--- src/rtl/crf_pkg.sv ---
// constants and types for the core register file
package crf_pkg;
  localparam int unsigned GP_COUNT  = 20;
  localparam int unsigned DATA_W    = 16;
  localparam int unsigned GP_IDX_W  = 5;
  localparam int unsigned ICS_W     = 20;
  localparam int unsigned SPR_SEL_W = 4;

  // special register selectors used by the input/output register instructions
  localparam logic [3:0] SEL_STACK_POINTER   = 4'h0;
  localparam logic [3:0] SEL_SYSTEM_STATUS   = 4'h1;
  localparam logic [3:0] SEL_UART_RX         = 4'h2;
  localparam logic [3:0] SEL_UART_TX         = 4'h3;
  localparam logic [3:0] SEL_PENDING_INT     = 4'h4;
  localparam logic [3:0] SEL_FAULT_FLAGS     = 4'h5;
  localparam logic [3:0] SEL_INT_MASK        = 4'h6;
  localparam logic [3:0] SEL_DISCRETE_OUT    = 4'h7;
  localparam logic [3:0] SEL_INSTR_COUNTER   = 4'h8;
  localparam logic [3:0] SEL_INSTR_CNT_SAVE  = 4'h9;
  localparam logic [3:0] SEL_CUR_INSTR       = 4'ha;
  localparam logic [3:0] SEL_FINE_TIMER      = 4'hb;
  localparam logic [3:0] SEL_COARSE_TIMER    = 4'hc;
  localparam logic [3:0] SEL_ACC_HIGH        = 4'hd;
  localparam logic [3:0] SEL_ACC_LOW         = 4'he;

  // power-up values; undefined bits are given zero here
  localparam logic [15:0] RST_ZERO     = 16'h0000;
  localparam logic [7:0]  RST_UART_LOW = 8'h00;
  localparam logic [7:0]  RST_DISC_LOW = 8'hff;
  localparam logic [19:0] RST_ICS      = 20'h00000;

  typedef enum logic [1:0] {
    CRF_ACC_NONE = 2'h0,
    CRF_ACC_MUL  = 2'h1,
    CRF_ACC_DIV  = 2'h2
  } crf_acc_op_t;
endpackage : crf_pkg

--- src/rtl/crf_core_register_file.sv ---
// register file of the 16-bit controller core
module crf_core_register_file
  import crf_pkg::*;
#(
  parameter int unsigned GpCount = crf_pkg::GP_COUNT
) (
  input  wire logic                          clk,           // 50 MHz clock
  input  wire logic                          arst_n,        // async reset, low
  input  wire logic [crf_pkg::GP_IDX_W-1:0]  rdAddrA,       // read port a index
  output logic      [crf_pkg::DATA_W-1:0]    rdDataA,       // read port a word
  input  wire logic [crf_pkg::GP_IDX_W-1:0]  rdAddrB,       // read port b index
  output logic      [crf_pkg::DATA_W-1:0]    rdDataB,       // read port b word
  output logic      [31:0]                   rdPairA,       // pair at rdAddrA
  input  wire logic                          wrEn,          // single word write
  input  wire logic [crf_pkg::GP_IDX_W-1:0]  wrAddr,        // write index
  input  wire logic [crf_pkg::DATA_W-1:0]    wrData,        // write word
  input  wire logic                          wrPairEn,      // pair write
  input  wire logic [31:0]                   wrPairData,    // pair data
  input  wire crf_pkg::crf_acc_op_t          accOp,         // multiply/divide result
  input  wire logic [31:0]                   accData,       // accumulator value
  input  wire logic                          stackPush,     // push request
  input  wire logic                          stackPop,      // pop request
  output logic      [crf_pkg::DATA_W-1:0]    stackAddr,     // data address for stack
  input  wire logic                          outRegEn,      // output-register instr
  input  wire logic                          inRegEn,       // input-register instr
  input  wire logic [crf_pkg::SPR_SEL_W-1:0] sprSel,        // special register select
  input  wire logic [crf_pkg::DATA_W-1:0]    sprWrData,     // value to write
  output logic      [crf_pkg::DATA_W-1:0]    sprRdData,     // value read (registered)
  output logic                               sprRdValid,    // read answer strobe
  input  wire logic [crf_pkg::DATA_W-1:0]    statusIn,      // live status word
  input  wire logic [crf_pkg::DATA_W-1:0]    uartRxIn,      // received word
  input  wire logic                          uartRxLoad,    // receive word arrives
  input  wire logic [crf_pkg::DATA_W-1:0]    instrIn,       // fetched instruction
  input  wire logic                          instrLoad,     // instruction latched
  output logic      [crf_pkg::DATA_W-1:0]    uartTxOut,     // transmit buffer
  output logic      [7:0]                    discreteOut,   // discrete output bus
  output logic      [crf_pkg::DATA_W-1:0]    instrCount,    // instruction counter
  output logic      [crf_pkg::DATA_W-1:0]    intMaskOut,    // interrupt mask
  output logic      [crf_pkg::DATA_W-1:0]    pendingOut,    // pending interrupts
  output logic      [crf_pkg::DATA_W-1:0]    faultOut,      // fault flags
  output logic      [crf_pkg::DATA_W-1:0]    fineTimerOut,  // fine timer
  output logic      [crf_pkg::DATA_W-1:0]    coarseTimerOut // coarse timer
);
  import crf_pkg::*;

  // ****************************************
  // general registers
  // ****************************************
  logic [DATA_W-1:0] gpReg_r [GpCount];
  logic [GP_IDX_W-1:0] pairHiIdx;
  logic [GP_IDX_W-1:0] pairLoIdx;
  logic [GP_IDX_W-1:0] rdPairHi;
  logic [GP_IDX_W-1:0] rdPairLo;

  // pairs always start on the even register
  assign pairHiIdx = {wrAddr[GP_IDX_W-1:1], 1'b0};
  assign pairLoIdx = {wrAddr[GP_IDX_W-1:1], 1'b1};
  assign rdPairHi  = {rdAddrA[GP_IDX_W-1:1], 1'b0};
  assign rdPairLo  = {rdAddrA[GP_IDX_W-1:1], 1'b1};

  genvar g;
  generate
    for (g = 0; g < GpCount; g++) begin : gen_gp
      always_ff @(posedge clk or negedge arst_n) begin
        if (!arst_n) begin
          gpReg_r[g] <= RST_ZERO;
        end else if (wrPairEn && pairHiIdx == GP_IDX_W'(g)) begin
          gpReg_r[g] <= wrPairData[31:16];
        end else if (wrPairEn && pairLoIdx == GP_IDX_W'(g)) begin
          gpReg_r[g] <= wrPairData[15:0];
        end else if (wrEn && wrAddr == GP_IDX_W'(g)) begin
          gpReg_r[g] <= wrData;
        end
      end
    end
  endgenerate

  // out-of-range indices read zero
  always_comb begin
    rdDataA = (rdAddrA < GP_IDX_W'(GpCount)) ? gpReg_r[rdAddrA] : RST_ZERO;
    rdDataB = (rdAddrB < GP_IDX_W'(GpCount)) ? gpReg_r[rdAddrB] : RST_ZERO;
    rdPairA = (rdPairLo < GP_IDX_W'(GpCount)) ?
              {gpReg_r[rdPairHi], gpReg_r[rdPairLo]} : 32'h00000000;
  end

  // ****************************************
  // accumulator
  // ****************************************
  logic [31:0] acc_r;

  // never a general source; only reachable through the input instruction
  always_ff @(posedge clk or negedge arst_n) begin
    if (!arst_n) begin
      acc_r <= 32'h00000000;
    end else if (accOp != CRF_ACC_NONE) begin
      acc_r <= accData;
    end
  end

  // ****************************************
  // stack pointer
  // ****************************************
  logic [DATA_W-1:0] stackPointer_r;

  // bit 15 is the msb of the packed vector
  always_ff @(posedge clk or negedge arst_n) begin
    if (!arst_n) begin
      stackPointer_r <= RST_ZERO;
    end else if (outRegEn && sprSel == SEL_STACK_POINTER) begin
      stackPointer_r <= sprWrData;
    end else if (stackPop) begin
      stackPointer_r <= stackPointer_r + 16'h0001;
    end else if (stackPush) begin
      stackPointer_r <= stackPointer_r - 16'h0001;
    end
  end

  // pop addresses the incremented value in the same cycle
  assign stackAddr = stackPop ? stackPointer_r + 16'h0001 : stackPointer_r;

  // ****************************************
  // special registers
  // ****************************************
  logic [DATA_W-1:0] uartRx_r, uartTx_r, pending_r, fault_r, intMask_r, discrete_r;
  logic [DATA_W-1:0] instrCount_r, curInstr_r, fineTimer_r, coarseTimer_r;
  logic [ICS_W-1:0]  instrCountSave_r;
  logic              wrSel;

  assign wrSel = outRegEn;

  always_ff @(posedge clk or negedge arst_n) begin
    if (!arst_n) begin
      pending_r     <= RST_ZERO;
      fault_r       <= RST_ZERO;
      instrCount_r  <= RST_ZERO;
      fineTimer_r   <= RST_ZERO;
      coarseTimer_r <= RST_ZERO;
    end else if (wrSel) begin
      if (sprSel == SEL_PENDING_INT)   pending_r     <= sprWrData;
      if (sprSel == SEL_FAULT_FLAGS)   fault_r       <= sprWrData;
      if (sprSel == SEL_INSTR_COUNTER) instrCount_r  <= sprWrData;
      if (sprSel == SEL_FINE_TIMER)    fineTimer_r   <= sprWrData;
      if (sprSel == SEL_COARSE_TIMER)  coarseTimer_r <= sprWrData;
    end
  end

  always_ff @(posedge clk or negedge arst_n) begin
    if (!arst_n) begin
      curInstr_r <= RST_ZERO;
    end else if (instrLoad) begin
      curInstr_r <= instrIn;
    end
  end

  always_ff @(posedge clk or negedge arst_n) begin
    if (!arst_n) begin
      uartRx_r <= {8'h00, RST_UART_LOW};
    end else if (uartRxLoad) begin
      uartRx_r <= uartRxIn;
    end
  end

  always_ff @(posedge clk or negedge arst_n) begin
    if (!arst_n) begin
      uartTx_r   <= {8'h00, RST_UART_LOW};
      discrete_r <= {8'h00, RST_DISC_LOW};
    end else if (wrSel) begin
      if (sprSel == SEL_UART_TX)      uartTx_r   <= sprWrData;
      if (sprSel == SEL_DISCRETE_OUT) discrete_r <= sprWrData;
    end
  end

  // no defined power-up contents; zero is simply a safe choice
  always_ff @(posedge clk or negedge arst_n) begin
    if (!arst_n) begin
      intMask_r        <= RST_ZERO;
      instrCountSave_r <= RST_ICS;
    end else if (wrSel) begin
      if (sprSel == SEL_INT_MASK)       intMask_r        <= sprWrData;
      if (sprSel == SEL_INSTR_CNT_SAVE) instrCountSave_r <= {4'h0, sprWrData};
    end
  end

  // ****************************************
  // input-register read path
  // ****************************************
  logic [DATA_W-1:0] sprMux;

  always_comb begin
    sprMux = RST_ZERO;
    unique case (sprSel)
      SEL_STACK_POINTER:  sprMux = stackPointer_r;
      SEL_SYSTEM_STATUS:  sprMux = statusIn;
      SEL_UART_RX:        sprMux = uartRx_r;
      SEL_PENDING_INT:    sprMux = pending_r;
      SEL_FAULT_FLAGS:    sprMux = fault_r;
      SEL_INT_MASK:       sprMux = intMask_r;
      SEL_DISCRETE_OUT:   sprMux = discrete_r;
      SEL_INSTR_COUNTER:  sprMux = instrCount_r;
      SEL_INSTR_CNT_SAVE: sprMux = instrCountSave_r[15:0];
      SEL_CUR_INSTR:      sprMux = curInstr_r;
      SEL_FINE_TIMER:     sprMux = fineTimer_r;
      SEL_COARSE_TIMER:   sprMux = coarseTimer_r;
      SEL_ACC_HIGH:       sprMux = acc_r[31:16];
      SEL_ACC_LOW:        sprMux = acc_r[15:0];
      default:            sprMux = RST_ZERO;                 // transmit buffer is write-only
    endcase
  end

  always_ff @(posedge clk or negedge arst_n) begin
    if (!arst_n) begin
      sprRdData  <= RST_ZERO;
      sprRdValid <= 1'b0;
    end else begin
      sprRdValid <= inRegEn;
      if (inRegEn) sprRdData <= sprMux;
    end
  end

  assign uartTxOut      = uartTx_r;
  assign discreteOut    = discrete_r[7:0];
  assign instrCount     = instrCount_r;
  assign intMaskOut     = intMask_r;
  assign pendingOut     = pending_r;
  assign faultOut       = fault_r;
  assign fineTimerOut   = fineTimer_r;
  assign coarseTimerOut = coarseTimer_r;

  // ****************************************
  // assertions
  // ****************************************
  a_pair_order: assert property (@(posedge clk) disable iff (!arst_n)
    wrPairEn && pairLoIdx < 5'(GpCount) |=>
      gpReg_r[$past(pairHiIdx)] == $past(wrPairData[31:16]) &&
      gpReg_r[$past(pairLoIdx)] == $past(wrPairData[15:0]))
    else $error("pair halves misplaced");
  a_single_write: assert property (@(posedge clk) disable iff (!arst_n)
    wrEn && !wrPairEn && wrAddr < 5'(GpCount) |=> gpReg_r[$past(wrAddr)] == $past(wrData))
    else $error("single word write lost");
  a_acc_load: assert property (@(posedge clk) disable iff (!arst_n)
    accOp != CRF_ACC_NONE |=> acc_r == $past(accData))
    else $error("accumulator not loaded");
  a_acc_hold: assert property (@(posedge clk) disable iff (!arst_n)
    accOp == CRF_ACC_NONE |=> $stable(acc_r))
    else $error("accumulator changed without result");
  a_pop_addr: assert property (@(posedge clk) disable iff (!arst_n)
    stackPop && !outRegEn |-> stackAddr == stackPointer_r + 16'h0001 ##1
      stackPointer_r == $past(stackAddr))
    else $error("pop not pre-incremented");
  a_push_addr: assert property (@(posedge clk) disable iff (!arst_n)
    stackPush && !stackPop && !outRegEn |-> stackAddr == stackPointer_r ##1
      stackPointer_r == $past(stackAddr) - 16'h0001)
    else $error("push not post-decremented");
  a_sp_read: assert property (@(posedge clk) disable iff (!arst_n)
    inRegEn && sprSel == SEL_STACK_POINTER |=> sprRdValid && sprRdData == $past(stackPointer_r))
    else $error("stack pointer read wrong");
  a_status_read: assert property (@(posedge clk) disable iff (!arst_n)
    inRegEn && sprSel == SEL_SYSTEM_STATUS |=> sprRdData == $past(statusIn))
    else $error("status read wrong");
  a_timer_write: assert property (@(posedge clk) disable iff (!arst_n)
    outRegEn && sprSel == SEL_FINE_TIMER |=> fineTimerOut == $past(sprWrData))
    else $error("timer write lost");
  // halves are held against the single-word port, not against the pair mux
  a_pair_even_half: assert property (@(posedge clk) disable iff (!arst_n)
    !rdAddrA[0] && rdAddrA < 5'(GpCount) |-> rdPairA[31:16] == rdDataA)
    else $error("pair high half not from even register");
  a_pair_odd_half: assert property (@(posedge clk) disable iff (!arst_n)
    rdAddrA[0] && rdAddrA < 5'(GpCount) |-> rdPairA[15:0] == rdDataA)
    else $error("pair low half not from odd register");
  a_oob_read_a: assert property (@(posedge clk) disable iff (!arst_n)
    rdAddrA >= 5'(GpCount) |-> rdDataA == RST_ZERO)
    else $error("port a read past the file");
  a_oob_read_b: assert property (@(posedge clk) disable iff (!arst_n)
    rdAddrB >= 5'(GpCount) |-> rdDataB == RST_ZERO)
    else $error("port b read past the file");
  a_acc_read_high: assert property (@(posedge clk) disable iff (!arst_n)
    inRegEn && sprSel == SEL_ACC_HIGH |=> sprRdData == $past(acc_r[31:16]))
    else $error("accumulator high read wrong");
  a_acc_read_low: assert property (@(posedge clk) disable iff (!arst_n)
    inRegEn && sprSel == SEL_ACC_LOW |=> sprRdData == $past(acc_r[15:0]))
    else $error("accumulator low read wrong");
  a_read_strobe: assert property (@(posedge clk) disable iff (!arst_n)
    inRegEn |=> sprRdValid)
    else $error("read answer strobe missing");
  a_no_strobe: assert property (@(posedge clk) disable iff (!arst_n)
    !inRegEn |=> !sprRdValid)
    else $error("read answer strobe without request");
  a_read_hold: assert property (@(posedge clk) disable iff (!arst_n)
    !inRegEn |=> $stable(sprRdData))
    else $error("read data changed without request");
  a_sp_write: assert property (@(posedge clk) disable iff (!arst_n)
    outRegEn && sprSel == SEL_STACK_POINTER |=> stackPointer_r == $past(sprWrData))
    else $error("stack pointer write lost");
  a_sp_hold: assert property (@(posedge clk) disable iff (!arst_n)
    !stackPush && !stackPop && !(outRegEn && sprSel == SEL_STACK_POINTER) |=>
      $stable(stackPointer_r))
    else $error("stack pointer moved while idle");
  a_idle_addr: assert property (@(posedge clk) disable iff (!arst_n)
    !stackPop |-> stackAddr == stackPointer_r)
    else $error("stack address not pointer");
  a_discrete_write: assert property (@(posedge clk) disable iff (!arst_n)
    outRegEn && sprSel == SEL_DISCRETE_OUT |=> discreteOut == $past(sprWrData[7:0]))
    else $error("discrete write lost");
  a_tx_write: assert property (@(posedge clk) disable iff (!arst_n)
    outRegEn && sprSel == SEL_UART_TX |=> uartTxOut == $past(sprWrData))
    else $error("transmit buffer write lost");
  a_tx_unreadable: assert property (@(posedge clk) disable iff (!arst_n)
    inRegEn && sprSel == SEL_UART_TX |=> sprRdData == RST_ZERO)
    else $error("transmit buffer read back");
  a_rx_load: assert property (@(posedge clk) disable iff (!arst_n)
    uartRxLoad |=> uartRx_r == $past(uartRxIn))
    else $error("receive word not loaded");
  a_instr_load: assert property (@(posedge clk) disable iff (!arst_n)
    instrLoad |=> curInstr_r == $past(instrIn))
    else $error("instruction not latched");
  a_pending_write: assert property (@(posedge clk) disable iff (!arst_n)
    outRegEn && sprSel == SEL_PENDING_INT |=> pendingOut == $past(sprWrData))
    else $error("pending write lost");
  a_fault_write: assert property (@(posedge clk) disable iff (!arst_n)
    outRegEn && sprSel == SEL_FAULT_FLAGS |=> faultOut == $past(sprWrData))
    else $error("fault write lost");
  a_counter_write: assert property (@(posedge clk) disable iff (!arst_n)
    outRegEn && sprSel == SEL_INSTR_COUNTER |=> instrCount == $past(sprWrData))
    else $error("counter write lost");
  a_coarse_write: assert property (@(posedge clk) disable iff (!arst_n)
    outRegEn && sprSel == SEL_COARSE_TIMER |=> coarseTimerOut == $past(sprWrData))
    else $error("coarse timer write lost");
  a_mask_write: assert property (@(posedge clk) disable iff (!arst_n)
    outRegEn && sprSel == SEL_INT_MASK |=> intMaskOut == $past(sprWrData))
    else $error("mask write lost");
  a_save_write: assert property (@(posedge clk) disable iff (!arst_n)
    outRegEn && sprSel == SEL_INSTR_CNT_SAVE |=> instrCountSave_r[15:0] == $past(sprWrData))
    else $error("counter save write lost");

  c_pair_write: cover property (@(posedge clk) disable iff (!arst_n) wrPairEn);
  c_push_pop:   cover property (@(posedge clk) disable iff (!arst_n) stackPush ##1 stackPop);
  c_acc_read:   cover property (@(posedge clk) disable iff (!arst_n)
    inRegEn && sprSel == SEL_ACC_HIGH);
  c_sp_write_pop: cover property (@(posedge clk) disable iff (!arst_n)
    outRegEn && sprSel == SEL_STACK_POINTER && stackPop);
  c_pair_single:  cover property (@(posedge clk) disable iff (!arst_n)
    wrPairEn && wrEn);
endmodule : crf_core_register_file

--- config.mk ---
export PLATFORM = sky130hd
export DESIGN_NAME = crf_core_register_file
export DESIGN_NICKNAME = d
export VERILOG_FILES = /design/src/rtl/crf_pkg.sv /design/src/rtl/crf_core_register_file.sv
export SDC_FILE = /design/constraint.sdc
export NUM_CORES = 1
export LEC_CHECK = 0
export BUFFER_PORTS_ARGS = -buffer_cell sky130_fd_sc_hd__buf_2
export CORE_MARGIN = 1.5
export CORE_UTILIZATION = 45
export DETAILED_ROUTE_END_ITERATION = 16
export PLACE_DENSITY = 0.64
export SLEW_MARGIN = 20
export SYNTH_ARGS = -nofsm -noshare
export SYNTH_HDL_FRONTEND = slang
export SYNTH_SLANG_ARGS = --single-unit
--- constraint.sdc ---
create_clock -name clk -period 3.6 [get_ports clk]
set_input_delay 0.72 -clock clk [delete_from_list [all_inputs] [get_ports clk]]
set_output_delay 0.72 -clock clk [all_outputs]
set_load 0.05 [all_outputs]
* Word-level counts from Yosys, hierarchy flattened *
Index checks and enable logic that the tools add are counted.

storage, ports and cells
  output and inout bits = 217
  bits in registers = 561
  logic and storage cells = 220
  input bits = 175

cells by class
  reduce and logical (&&, ||, !) cells = 69
  multiplexer cells = 61
  eq/ne operators = 42
  $lt $le $gt $ge = 7
  add/sub/neg operators = 2
  bitwise operators = 4

operators by type and width
  cell                                                number
  2-to-1 mux 16 bit                                   55
  binary-select mux 16 bit (select 5 bit)             4
  case mux 16 bit (14 select lines)                   1
  == test 5 x 4 -> 1 bit, second input constant       8
  nonzero test 2 bit                                  20
  == test 4 bit, second input constant                9
  logical AND 1 bit                                   33
  == test 4 x 3 -> 1 bit, second input constant       8
  2-to-1 mux 32 bit                                   1
  >= comparator 6 bit, second input constant          4
  inverter 5 -> 6 bit                                 4
  == test 5 x 3 -> 1 bit, second input constant       4
  == test 5 bit, second input constant                4
  AND reduction 2 bit                                 9
  adder 16 x 1 -> 16 bit, second input constant       1
  == test 4 x 2 -> 1 bit, second input constant       4
  subtractor 16 x 1 -> 16 bit, second input constant  1
  zero test 5 bit                                     3
  < comparator 5 bit, second input constant           3
  == test 5 x 2 -> 1 bit, second input constant       2
  == test 4 x 1 -> 1 bit, second input constant       2
  zero test 4 bit                                     2
  nonzero test 3 bit                                  2
  == test 5 x 1 -> 1 bit, second input constant       1

* Longest topological paths before layout *
Gate-level depths: netlist of run 1.

  word-level depth = 5
  mapped depth = 9
  mapped depth without buffers = 7

* Worst setup path before layout of run 1 *
Ideal clock, no wire load.

  path kind = input to output
  start point = input rdAddrA[1] in the netlist's numbering
  end point = output rdPairA[27]
  path buffers = 5
  path slack = -0.150 ns
  arrival time = 3.030 ns
  stages = 9
  data required time = 2.880 ns
  cells stage by stage = clkbuf_1 buf_4 buf_4 buf_4 buf_2 mux2i_1 nor2_1 a21oi_1 o21ai_0

on the way
  cells in the longest elaborated chain, start to end = 5
  elaborated cells on any way between the ends = 6
  those cells by class = 1 x order compare; 4 x mux; 1 x bitwise

RTL lines
  element                                               RTL line                      RTL
  start: declaration                                    crf_core_register_file.sv:9   input wire logic [crf_pkg::GP_IDX_W-1:0] rdAddrA,
  inverter 5 -> 6 bit (not written as such)             crf_core_register_file.sv:83  {gpReg_r[rdPairHi], gpReg_r[rdPairLo]} : 32'h00000000;
  binary-select mux 16 bit (select 5 bit)               crf_core_register_file.sv:83
  2-to-1 mux 16 bit (not written as such) (2 in a row)  crf_core_register_file.sv:83
  2-to-1 mux 32 bit *                                   crf_core_register_file.sv:82  rdPairA = (rdPairLo < GP_IDX_W'(GpCount)) ?
  end: declaration                                      crf_core_register_file.sv:13  output logic [31:0] rdPairA,

Every way passes the cells marked *; elsewhere a longest branch is shown, timed or not. The select of a mux whose other input is x is not followed.

* Final worst setup path of run 1 *
  start point = register stackPointer_r[0]
  end point = output stackAddr[14] in the netlist's numbering

on the way
  cells in the longest elaborated chain, start to end = 2

RTL lines
  element                   RTL line                       RTL
  start: declaration        crf_core_register_file.sv:103  logic [DATA_W-1:0] stackPointer_r;
  start signal: assignment  crf_core_register_file.sv:110  stackPointer_r <= sprWrData;
  start signal: assignment  crf_core_register_file.sv:112  stackPointer_r <= stackPointer_r + 16'h0001;
  start signal: assignment  crf_core_register_file.sv:114  stackPointer_r <= stackPointer_r - 16'h0001;
  adder 16 x 1 -> 16 bit    crf_core_register_file.sv:119  assign stackAddr = stackPop ? stackPointer_r + 16'h0001 : stackPointer_r;
  2-to-1 mux 16 bit         crf_core_register_file.sv:119
  end: declaration          crf_core_register_file.sv:23   output logic [crf_pkg::DATA_W-1:0] stackAddr,

Every way passes these cells.

==> reports/results.env, run 1 <==
CLK_SINKS=561
CLK_PATH_BUF_DEPTH=3
GRT_PASS1_WL_MM=190
HOLD_CLASS='in -> async'
YOSYS_REGISTER_BITS=561
DIE_WIDTH_UM=280
NNETSFINAL=3633
GRT_ANTENNA_BEFORE_REPAIR=19
PLACEDINSTANCEAREA_MM2=0.0381
INITIAL_CORE_UTILIZATION=0.454
SYNTHTOPCELLSBYCOUNT='553 x sky130_fd_sc_hd__dfrtp_1, 409 x sky130_fd_sc_hd__mux2i_1, 366 x sky130_fd_sc_hd__nand2_1, 299 x sky130_fd_sc_hd__o21ai_0, 238 x sky130_fd_sc_hd__mux2_2'
MAXCAPVIOLCOUNT=0
NUMBER_OF_NETS_PRODUCED_BY_SYNTHESIS=3373
FP-ROW-COUNT=101
SYNTH_EDF_COUNT=0
SYNTHTOLAYOUTAREAGROWTH_PCT=16.8
SETUP_VIOL=0
REGTOREGSETUPSLACK_NS=1.28
DRT_PASS1_ITERATIONS=6
SHARE_OF_THE_CORE_FILLED_WITH_CELLS_IN_THE_FINAL_LAYOUT=0.531
DR.FIRST_ITER.DRC_COUNT=3315
SYNTH_TOP_AREA_SHARE=0.401
WORST_SETUP_HOLD_PATH_CLK_SLEW_NS=0.06
DOMINANTREGCELLSYNTH='sky130_fd_sc_hd__dfrtp_1'
SYNTH.YOSYS.SEQ_AREA_SHARE=0.407
SYNTH_AREA_PER_CELL_UM2=10.8
SYN_AREA_MM2=0.0345
CTS_POST_SETUP_BUFFERS_INSERTED=0
CTS.ROOT.BUFFER_CELL='sky130_fd_sc_hd__clkbuf_16'
PLACEDCELLCOUNT=4421
CLOCK_TREE_FROM_TRITONCTS='done'
AVGROUTEDWIREPERCELL_UM=28.2
MOST_REPEATED_LIBRARY_CELL_ON_THE_CRITICAL_PATH='sky130_fd_sc_hd__nand2_1'
VDD_DROP_MAX_V=0.000507
FINAL_CELLS=4547
TIMING.SETUP.TNS_NS=0
CRIT_FANOUT=8
DIEAREA_MM2=0.0784
MIN_PERIOD_OVER_PERIOD=0.993
LARGEST_REGISTER='gpReg_r'
FINAL-HOLD-VIOLATION-COUNT=0
GLOBAL_ROUTE_CONGESTION_OVERFLOW_TOTAL=0
R2R_START='stackPointer_r[0]$_DFFE_PN0P_'
WORST-ENDPOINT-REQUIRED_NS=2.88
GRT_USAGE=0.325
CRITPATHMAXSTAGEDELAY_NS=0.53
POWER.DENSITY_CELL_AREA_mW_PER_MM2=599
TIMING.SETUP.CRITICAL_PATH_CLASS='reg -> out'
GPL.FINAL_WEIGHTED_CONGESTION=0.956
CTS_HTREE_LEVELS=2
ANT_NETS=0
WORSTREGTOREGCELLS=7
DPL.HPWL_MM=87.8
GRT_MAX_DEGREE=78
LEAKAGEPOWER_nW=17.8
GRT_SETUP_UNREPAIRED='true'
SYNTH_AREA_LEADER_CELL='sky130_fd_sc_hd__dfrtp_1'
DATA_ARRIVAL_TIME_AT_THE_WORST_SLACK_ENDPOINT_NS=2.85
YOSYS.CELL_TYPES.COUNT=71
LAYOUT_MIN_CYCLE_TIME_NS=3.57
SYNTHESIS.INSTANCES=3194
PLACEMENT.IO_BUFFERS=391
TIMING.FINAL.MAX_SLEW_VIOLATIONS=0
CTS_INSERTED_BUFFERS=61
CRIT_SLOWEST_CELL='sky130_fd_sc_hd__dfrtp_1'
FIRST_GLOBAL_VIAS=28100
WORSTMARGINPINSLEW_NS=1.26
NUMBER_OF_FLIP_FLOPS_IN_THE_LARGEST_REGISTER=320
CLOCK_INSERTION_DELAY_WORST_SKEW_NS=0.67
POST-ROUTE-CELL-AREA_MM2=0.0403
FLOORPLAN.IO_PINS=392
PATH_CELLS='ha_1, nand2_1, nor3_2, nand2_1, xnor2_1, buf_2'
YOSYSWARNINGS=0
FMAX_GHz=0.280
AVGVIACOUNTPERCELL=6.37
YOSYS.CELL_COUNT.TOP_TYPE='sky130_fd_sc_hd__dfrtp_1'
ROUTED_WL_MM=128
DIE_HEIGHT_UM=280
MAXSLEWHEADROOM=0.154
STARTPOINT_TYPE='flop'
SYNTH_TOP_CELLS_BY_AREA='sky130_fd_sc_hd__dfrtp_1 40%, sky130_fd_sc_hd__mux4_2 15%, sky130_fd_sc_hd__mux2i_1 12%, sky130_fd_sc_hd__mux2_2 7.8%, sky130_fd_sc_hd__o21ai_0 4.3%'
VIAS=29000
POST_CTS_RESIZE_COUNT=0
HOLD_BUF_CTS=0
RUN_STATUS='finished clean'
FILLERS=6677
PLACEABLECOREAREA_MM2=0.0759
FINCLKSKEW_NS=0.0268
SYNTHARSTFLOPSHARE=1.00
RR_ENDPOINT='stackPointer_r[10]$_DFFE_PN0P_'
FINAL_LAYOUT_SIZE_SUFFIX_GT1_FRAC=0.330
POST-LAYOUT-TOTAL-POWER_mW=24.2
LARGESTREGISTERS='gpReg_r x320, acc_r x32'
REMAINING_DRC_ERRORS=0
WORSTSETUPENDPOINTTYPE='primary output'
## area by class of cell
type / count / area, µm² / share of cell area
Inverter: 15 / 56.3 / 0.00140
Antenna cell: 11 / 27.5 / 0.000683
Clock buffer: 89 / 1800 / 0.0447
Multi-Input combinational cell: 2268 / 19000 / 0.471
Tap cell: 1030 / 1290 / 0.0320
Clock inverter: 26 / 408 / 0.0101
Sequential cell: 561 / 14100 / 0.348
Timing Repair Buffer: 547 / 3690 / 0.0916
## metrics by stage
| stage | setup WS [ns] | hold WS [ns] |
|---|---|---|
| after floorplan | 0.0375 | 0.424 |
| after global placement | 0.300 | 0.482 |
| after detailed placement | 0.241 | 0.488 |
| after CTS | 0.00898 | 0.0851 |
| after global routing | -0.0257 | 0.101 |
| final | 0.0269 | 0.0655 |
## report_power, final
| group | internal (mW) | total (mW) | leakage [nW] | switching, mW |
|---|---|---|---|---|
| Sequential | 7.76 | 9.38 | 6.80 | 1.62 |
| Combinational | 3.16 | 7.82 | 9.96 | 4.65 |
| Clock | 4.13 | 6.97 | 1.09 | 2.85 |
## cell usage in the layout (no fill, tap or decap), types with 7 or more instances in the layout
cell type                   Yosys  final
sky130_fd_sc_hd__a22oi_1       26     26
sky130_fd_sc_hd__a32oi_1        7      7
sky130_fd_sc_hd__o2bb2ai_1     11     11
sky130_fd_sc_hd__nand3_1       41     41
sky130_fd_sc_hd__nand2_1      366    366
sky130_fd_sc_hd__and3_1        12     12
sky130_fd_sc_hd__o221ai_1       8      8
sky130_fd_sc_hd__nor3_1        27     25
sky130_fd_sc_hd__bufinv_16      0      9
sky130_fd_sc_hd__xor2_1        15     15
sky130_fd_sc_hd__o21ai_0      299    263
sky130_fd_sc_hd__inv_1         12     12
sky130_fd_sc_hd__clkinv_2       0     11
sky130_fd_sc_hd__a22o_1         7      7
sky130_fd_sc_hd__clkbuf_1     207     11
sky130_fd_sc_hd__buf_4         21    125
sky130_fd_sc_hd__a221oi_1      14     14
sky130_fd_sc_hd__diode_2        0     11
sky130_fd_sc_hd__a21oi_1      189    189
sky130_fd_sc_hd__buf_2         72    378
sky130_fd_sc_hd__mux2i_1      409    409
sky130_fd_sc_hd__mux2_2       238    238
sky130_fd_sc_hd__o22ai_1       10     10
sky130_fd_sc_hd__buf_12         0     41
sky130_fd_sc_hd__nor2_1       198    191
sky130_fd_sc_hd__nor2b_1       19     14
sky130_fd_sc_hd__clkbuf_8       1     17
sky130_fd_sc_hd__clkbuf_16      0     61
sky130_fd_sc_hd__dfstp_2        8      8
sky130_fd_sc_hd__xnor2_1       12     12
sky130_fd_sc_hd__mux4_2       225    225
sky130_fd_sc_hd__o21ai_1       19     55
sky130_fd_sc_hd__dfrtp_1      553    549
sky130_fd_sc_hd__a31oi_1       10     10
## cell families (layout without fill, tap and decap cells)
family                   Yosys count  after routing  share of synthesized area
flip-flops                       561            561                      0.407
AND/OR/NAND/NOR                  726            726                     0.0911
XOR/XNOR                          27             27                    0.00685
multiplexers                     872            872                      0.343
other                              0             11                          0
AO/OA/AOI/OAI                    639            639                      0.105
adder cells (fa/ha/maj)            4              4                    0.00145
buffers and inverters            365            677                     0.0456
## worst max path at each step
stage | start | end | cells past startpoint
after detailed placement | rdAddrB[1] | rdDataB[4] | 8
after global placement | rdAddrB[1] | rdDataB[4] | 8
after CTS | stackPointer_r[0]$_DFFE_PN0P_ | stackAddr[14] | 6
after global routing | stackPointer_r[5]$_DFFE_PN0P_ | stackAddr[13] | 6
after floorplan | rdAddrA[0] | rdDataA[0] | 7
final | stackPointer_r[0]$_DFFE_PN0P_ | stackAddr[14] | 6
## worst max-delay path, delay by kind of cell (launching register included)
kind	cells	cell delay, ns
DFF	1	0.53
xor gates and xnor gates	1	0.28
buffers and inverters	1	0.34
adders and majority gates	1	0.31
and+or+nand+nor	3	0.73
## routing by layer
metal  wire length [µm]  global-route usage
met5                 94                   0
met4               5960               0.138
met3              15300              0.0852
met2              55400               0.475
met1              51400               0.456
Power figures use the tool's default switching activity.
==> run 2, diff against run 1 <==
--- a/config.mk
+++ b/config.mk
@@ -8,6 +8,7 @@
 export BUFFER_PORTS_ARGS = -buffer_cell sky130_fd_sc_hd__buf_2
 export CORE_MARGIN = 1.5
 export CORE_UTILIZATION = 45
+export CTS_BUF_LIST = sky130_fd_sc_hd__clkbuf_4
 export DETAILED_ROUTE_END_ITERATION = 16
 export PLACE_DENSITY = 0.64
 export SLEW_MARGIN = 20
==> run 2 against run 1 <==
Die area unchanged. Highest routed layer unchanged. First-iteration DRC count up 7.5%. Sequential power down 0.5%. Critical endpoint is now stackAddr[15].
==> reports/results.env, run 2 (synthesized netlist as in run 1, its figures left out) <==
RUN_STATUS='finished clean'  # unchanged
POWER.DENSITY_CELL_AREA_mW_PER_MM2=568  # was 599 mW/mm²
CLOCK_TREE_FROM_TRITONCTS='done'  # unchanged
TOP_LAYER_USED='met5'  # unchanged
LARGESTREGISTERS='gpReg_r x320, acc_r x32'  # unchanged
LARGEST_REGISTER='gpReg_r'  # unchanged
CTS.ROOT.BUFFER_CELL='sky130_fd_sc_hd__clkbuf_4'  # was sky130_fd_sc_hd__clkbuf_16
HOLD_PATH.STARTPOINT='wrPairData[14]'
LAYOUT_COMMON_CELLS='545 x sky130_fd_sc_hd__dfrtp_1, 409 x sky130_fd_sc_hd__mux2i_1, 369 x sky130_fd_sc_hd__buf_2, 364 x sky130_fd_sc_hd__nand2_1, 257 x sky130_fd_sc_hd__o21ai_0'  # was 549 x sky130_fd_sc_hd__dfrtp_1, 409 x sky130_fd_sc_hd__mux2i_1, 378 x sky130_fd_sc_hd__buf_2, 366 x sky130_fd_sc_hd__nand2_1, 263 x sky130_fd_sc_hd__o21ai_0
FINAL-HOLD-VIOLATION-COUNT=0  # unchanged
WORST_SETUP_HOLD_PATH_CLK_SLEW_NS=0.07  # was 0.06 ns
WHS_NS=0.0744  # was 0.0655 ns
FINCLKSKEW_NS=0.0643  # was 0.0268 ns
FINAL_LAYOUT_SIZE_SUFFIX_GT1_FRAC=0.352  # was 0.330
TIMING.CRITICAL_PATH.BUF_INV=1  # unchanged
DIE_HEIGHT_UM=280  # unchanged
PLACEMENT.IO_BUFFERS=391  # unchanged
DATA_ARRIVAL_TIME_AT_THE_WORST_SLACK_ENDPOINT_NS=2.82  # was 2.85 ns
TIMING.FINAL.MAX_SLEW_VIOLATIONS=0  # unchanged
NUMBER_OF_FLIP_FLOPS_IN_THE_LARGEST_REGISTER=320  # unchanged
VDD_DROP_MAX_V=0.000555  # was 0.000507 V
MOST_COMMON_LIBRARY_CELL_IN_THE_LAYOUT_IGNORING_FILL_AND_TAPS='sky130_fd_sc_hd__dfrtp_1'  # unchanged
AVGROUTEDWIREPERCELL_UM=27.1  # was 28.2 µm
PLACEABLECOREAREA_MM2=0.0759  # unchanged
WORST-ENDPOINT-REQUIRED_NS=2.88  # about the same
CTS_INSERTED_BUFFERS=158  # was 61
GRT_ANTENNA_BEFORE_REPAIR=11  # was 19
CLOCK_INSERTION_DELAY_WORST_SKEW_NS=1.01  # was 0.67 ns
CRITPATHMAXSTAGEDELAY_NS=0.58  # was 0.53 ns
MET2_LENGTH_MM=56.3  # was 55.4 mm
GPL.FINAL_WEIGHTED_CONGESTION=0.956  # unchanged
MAXCAPVIOLCOUNT=0  # unchanged
POST-LAYOUT-TOTAL-POWER_mW=23.3  # was 24.2 mW
PATH_CELLS='and3_1, and3_1, nand2_1, xnor2_1, buf_2'  # was ha_1, nand2_1, nor3_2, nand2_1, xnor2_1, buf_2
MOST_REPEATED_LIBRARY_CELL_ON_THE_CRITICAL_PATH='sky130_fd_sc_hd__and3_1'  # was sky130_fd_sc_hd__nand2_1
SYNTHTOLAYOUTAREAGROWTH_PCT=19.0  # was 16.8%
GRT_USAGE=0.333  # was 0.325
WORSTMARGINPINSLEW_NS=1.24  # was 1.26 ns
WORSTSETUPENDPOINTTYPE='primary output'  # unchanged
WL_MET3_MM=15.8  # was 15.3 mm
MAXSLEWHEADROOM=0.165  # was 0.154
FIRST_GLOBAL_VIAS=29400  # was 28100
TIMING.SETUP.TNS_NS=0  # unchanged
CLK_PATH_BUF_DEPTH=3  # unchanged
STARTPOINT_TYPE='flop'  # unchanged
DPL.HPWL_MM=87.8  # unchanged
AVGVIACOUNTPERCELL=6.25  # was 6.37
MIN_PERIOD_OVER_PERIOD=0.984  # was 0.993
ROUTEDLENGTHMET1_MM=52.1  # was 51.4 mm
STARTPOINT='stackPointer_r[10]$_DFFE_PN0P_'  # was stackPointer_r[0]$_DFFE_PN0P_
VIAS=30000  # was 29000
INITIAL_CORE_UTILIZATION=0.454  # unchanged
ROUTED_WL_MM=130  # was 128 mm
FMAX_GHz=0.282  # was 0.280 GHz
FLOORPLAN.IO_PINS=392  # unchanged
DRT_PASS1_ITERATIONS=6  # unchanged
GRT_PASS1_WL_MM=194  # was 190 mm
R2R_START='stackPointer_r[0]$_DFFE_PN0P_'  # unchanged
DIEAREA_MM2=0.0784  # unchanged
TIMING.SETUP.CRITICAL_PATH_CLASS='reg -> out'  # unchanged
REMAINING_DRC_ERRORS=0  # unchanged
LEAKAGEPOWER_nW=18.4  # was 17.8 nW
CRIT_SLOWEST_CELL='sky130_fd_sc_hd__dfrtp_1'  # unchanged
CTS_HTREE_LEVELS=4  # was 2
NNETSFINAL=3823  # was 3633
CRIT_FANOUT=7  # was 8
SETUP_VIOL=0  # unchanged
DR.FIRST_ITER.DRC_COUNT=3564  # was 3315
PATH_DELAY_FAMILY='simple AND/OR/NAND/NOR gates'  # unchanged
FP-ROW-COUNT=101  # unchanged
DIE_WIDTH_UM=280  # unchanged
GRT_SETUP_UNREPAIRED='true'  # unchanged
CLK_SINKS=561  # unchanged
ANT_NETS=0  # unchanged
LAYOUT_MIN_CYCLE_TIME_NS=3.54  # was 3.57 ns
HOLD_CLASS='in -> reg'  # was in -> async
GLOBAL_ROUTE_CONGESTION_OVERFLOW_TOTAL=0  # unchanged
GRT_MAX_DEGREE=78  # unchanged
-- run 2: changes by cell type in the layout (fill, tap and decap cells not counted), moves of 8 or more --
cell,before,now
sky130_fd_sc_hd__inv_6,0,8
sky130_fd_sc_hd__clkinv_1,2,32
sky130_fd_sc_hd__buf_2,378,369
sky130_fd_sc_hd__clkbuf_8,17,0
sky130_fd_sc_hd__clkbuf_16,61,0
sky130_fd_sc_hd__clkbuf_4,0,226
sky130_fd_sc_hd__buf_4,125,142
sky130_fd_sc_hd__clkbuf_1,11,0
sky130_fd_sc_hd__dlygate4sd3_1,0,83
sky130_fd_sc_hd__bufinv_16,9,0
-- run 2: power by group --
| group | switching [mW] | internal, mW | total, mW |
|---|---|---|---|
| registers | 1.56 | 7.77 | 9.33 |
| clock network | 3.00 | 2.91 | 5.91 |
| logic | 4.77 | 3.32 | 8.09 |
-- run 2: worst paths after layout --
| kind | to | slack, ns | cells after the start |
|---|---|---|---|
| max | stackAddr[15] | 0.06 | 5 |
| min | gpReg_r[302]$_DFFE_PN0P_ | 0.07 | 3 |
| max reg2reg | stackPointer_r[10]$_DFFE_PN0P_ | 1.32 | 7 |
| min reg2reg | discrete_r[11]$_DFFE_PN0P_ | 0.50 | 1 |
| max in group asynchronous | stackPointer_r[9]$_DFFE_PN0P_ | 2.23 | 4 |
| min in group asynchronous | uartTxOut[11]$_DFFE_PN0P_ | 0.36 | 2 |
-- run 2: repair_timing --
| item | 4_1_cts | 5_1_grt |
|---|---|---|
| hold buffers | 83 | 0 |
| setup endpoints to repair | 11 | 12 |
| pin swaps | 1 | 1 |
| resized for setup | 24 | 17 |
| buffers inserted | 3 | 7 |
| hold endpoints to repair | 184 | 0 |
-- run 2: cell type report --
type                       count  area (µm²)
fill                        6687       34900
multi-input combinational   2268       19100
sequential                   561       14100
timing repair buffer         640        4620
clock buffer                 225        1690
tap                         1030        1290
clock inverter                50         263
inverter                      15        56.3
antenna                       14        35.0
-- run 2: routing by layer --
layer / vias up / global-route usage
li1: 12800 / -
met1: 14900 / 0.465
met2: 1971 / 0.483
met3: 392 / 0.0911
met4: 6 / 0.151
met5: - / 0
-- run 2: worst min-delay path, delay by kind of cell --
kind | cells | cell delay (ns)
buffers and inverters | 1 | 0.18
and+or+nand+nor | 1 | 0.08
AOI/OAI and AO/OA | 1 | 0.07
-- run 2: per-stage QoR --
| step | cell area (µm²) | worst slack (ns) | util | std cells |
|---|---|---|---|---|
| floorplan | 34500 | 0.0375 | - | 3194 |
| global placement | 38100 | 0.300 | 0.501 | 4421 |
| detailed placement | 38100 | 0.241 | 0.501 | 4421 |
| CTS | 41000 | 0.00595 | 0.539 | 4782 |
| global route | 41100 | -0.0721 | 0.541 | 4792 |
| finish | 41100 | 0.0584 | 0.541 | 4803 |
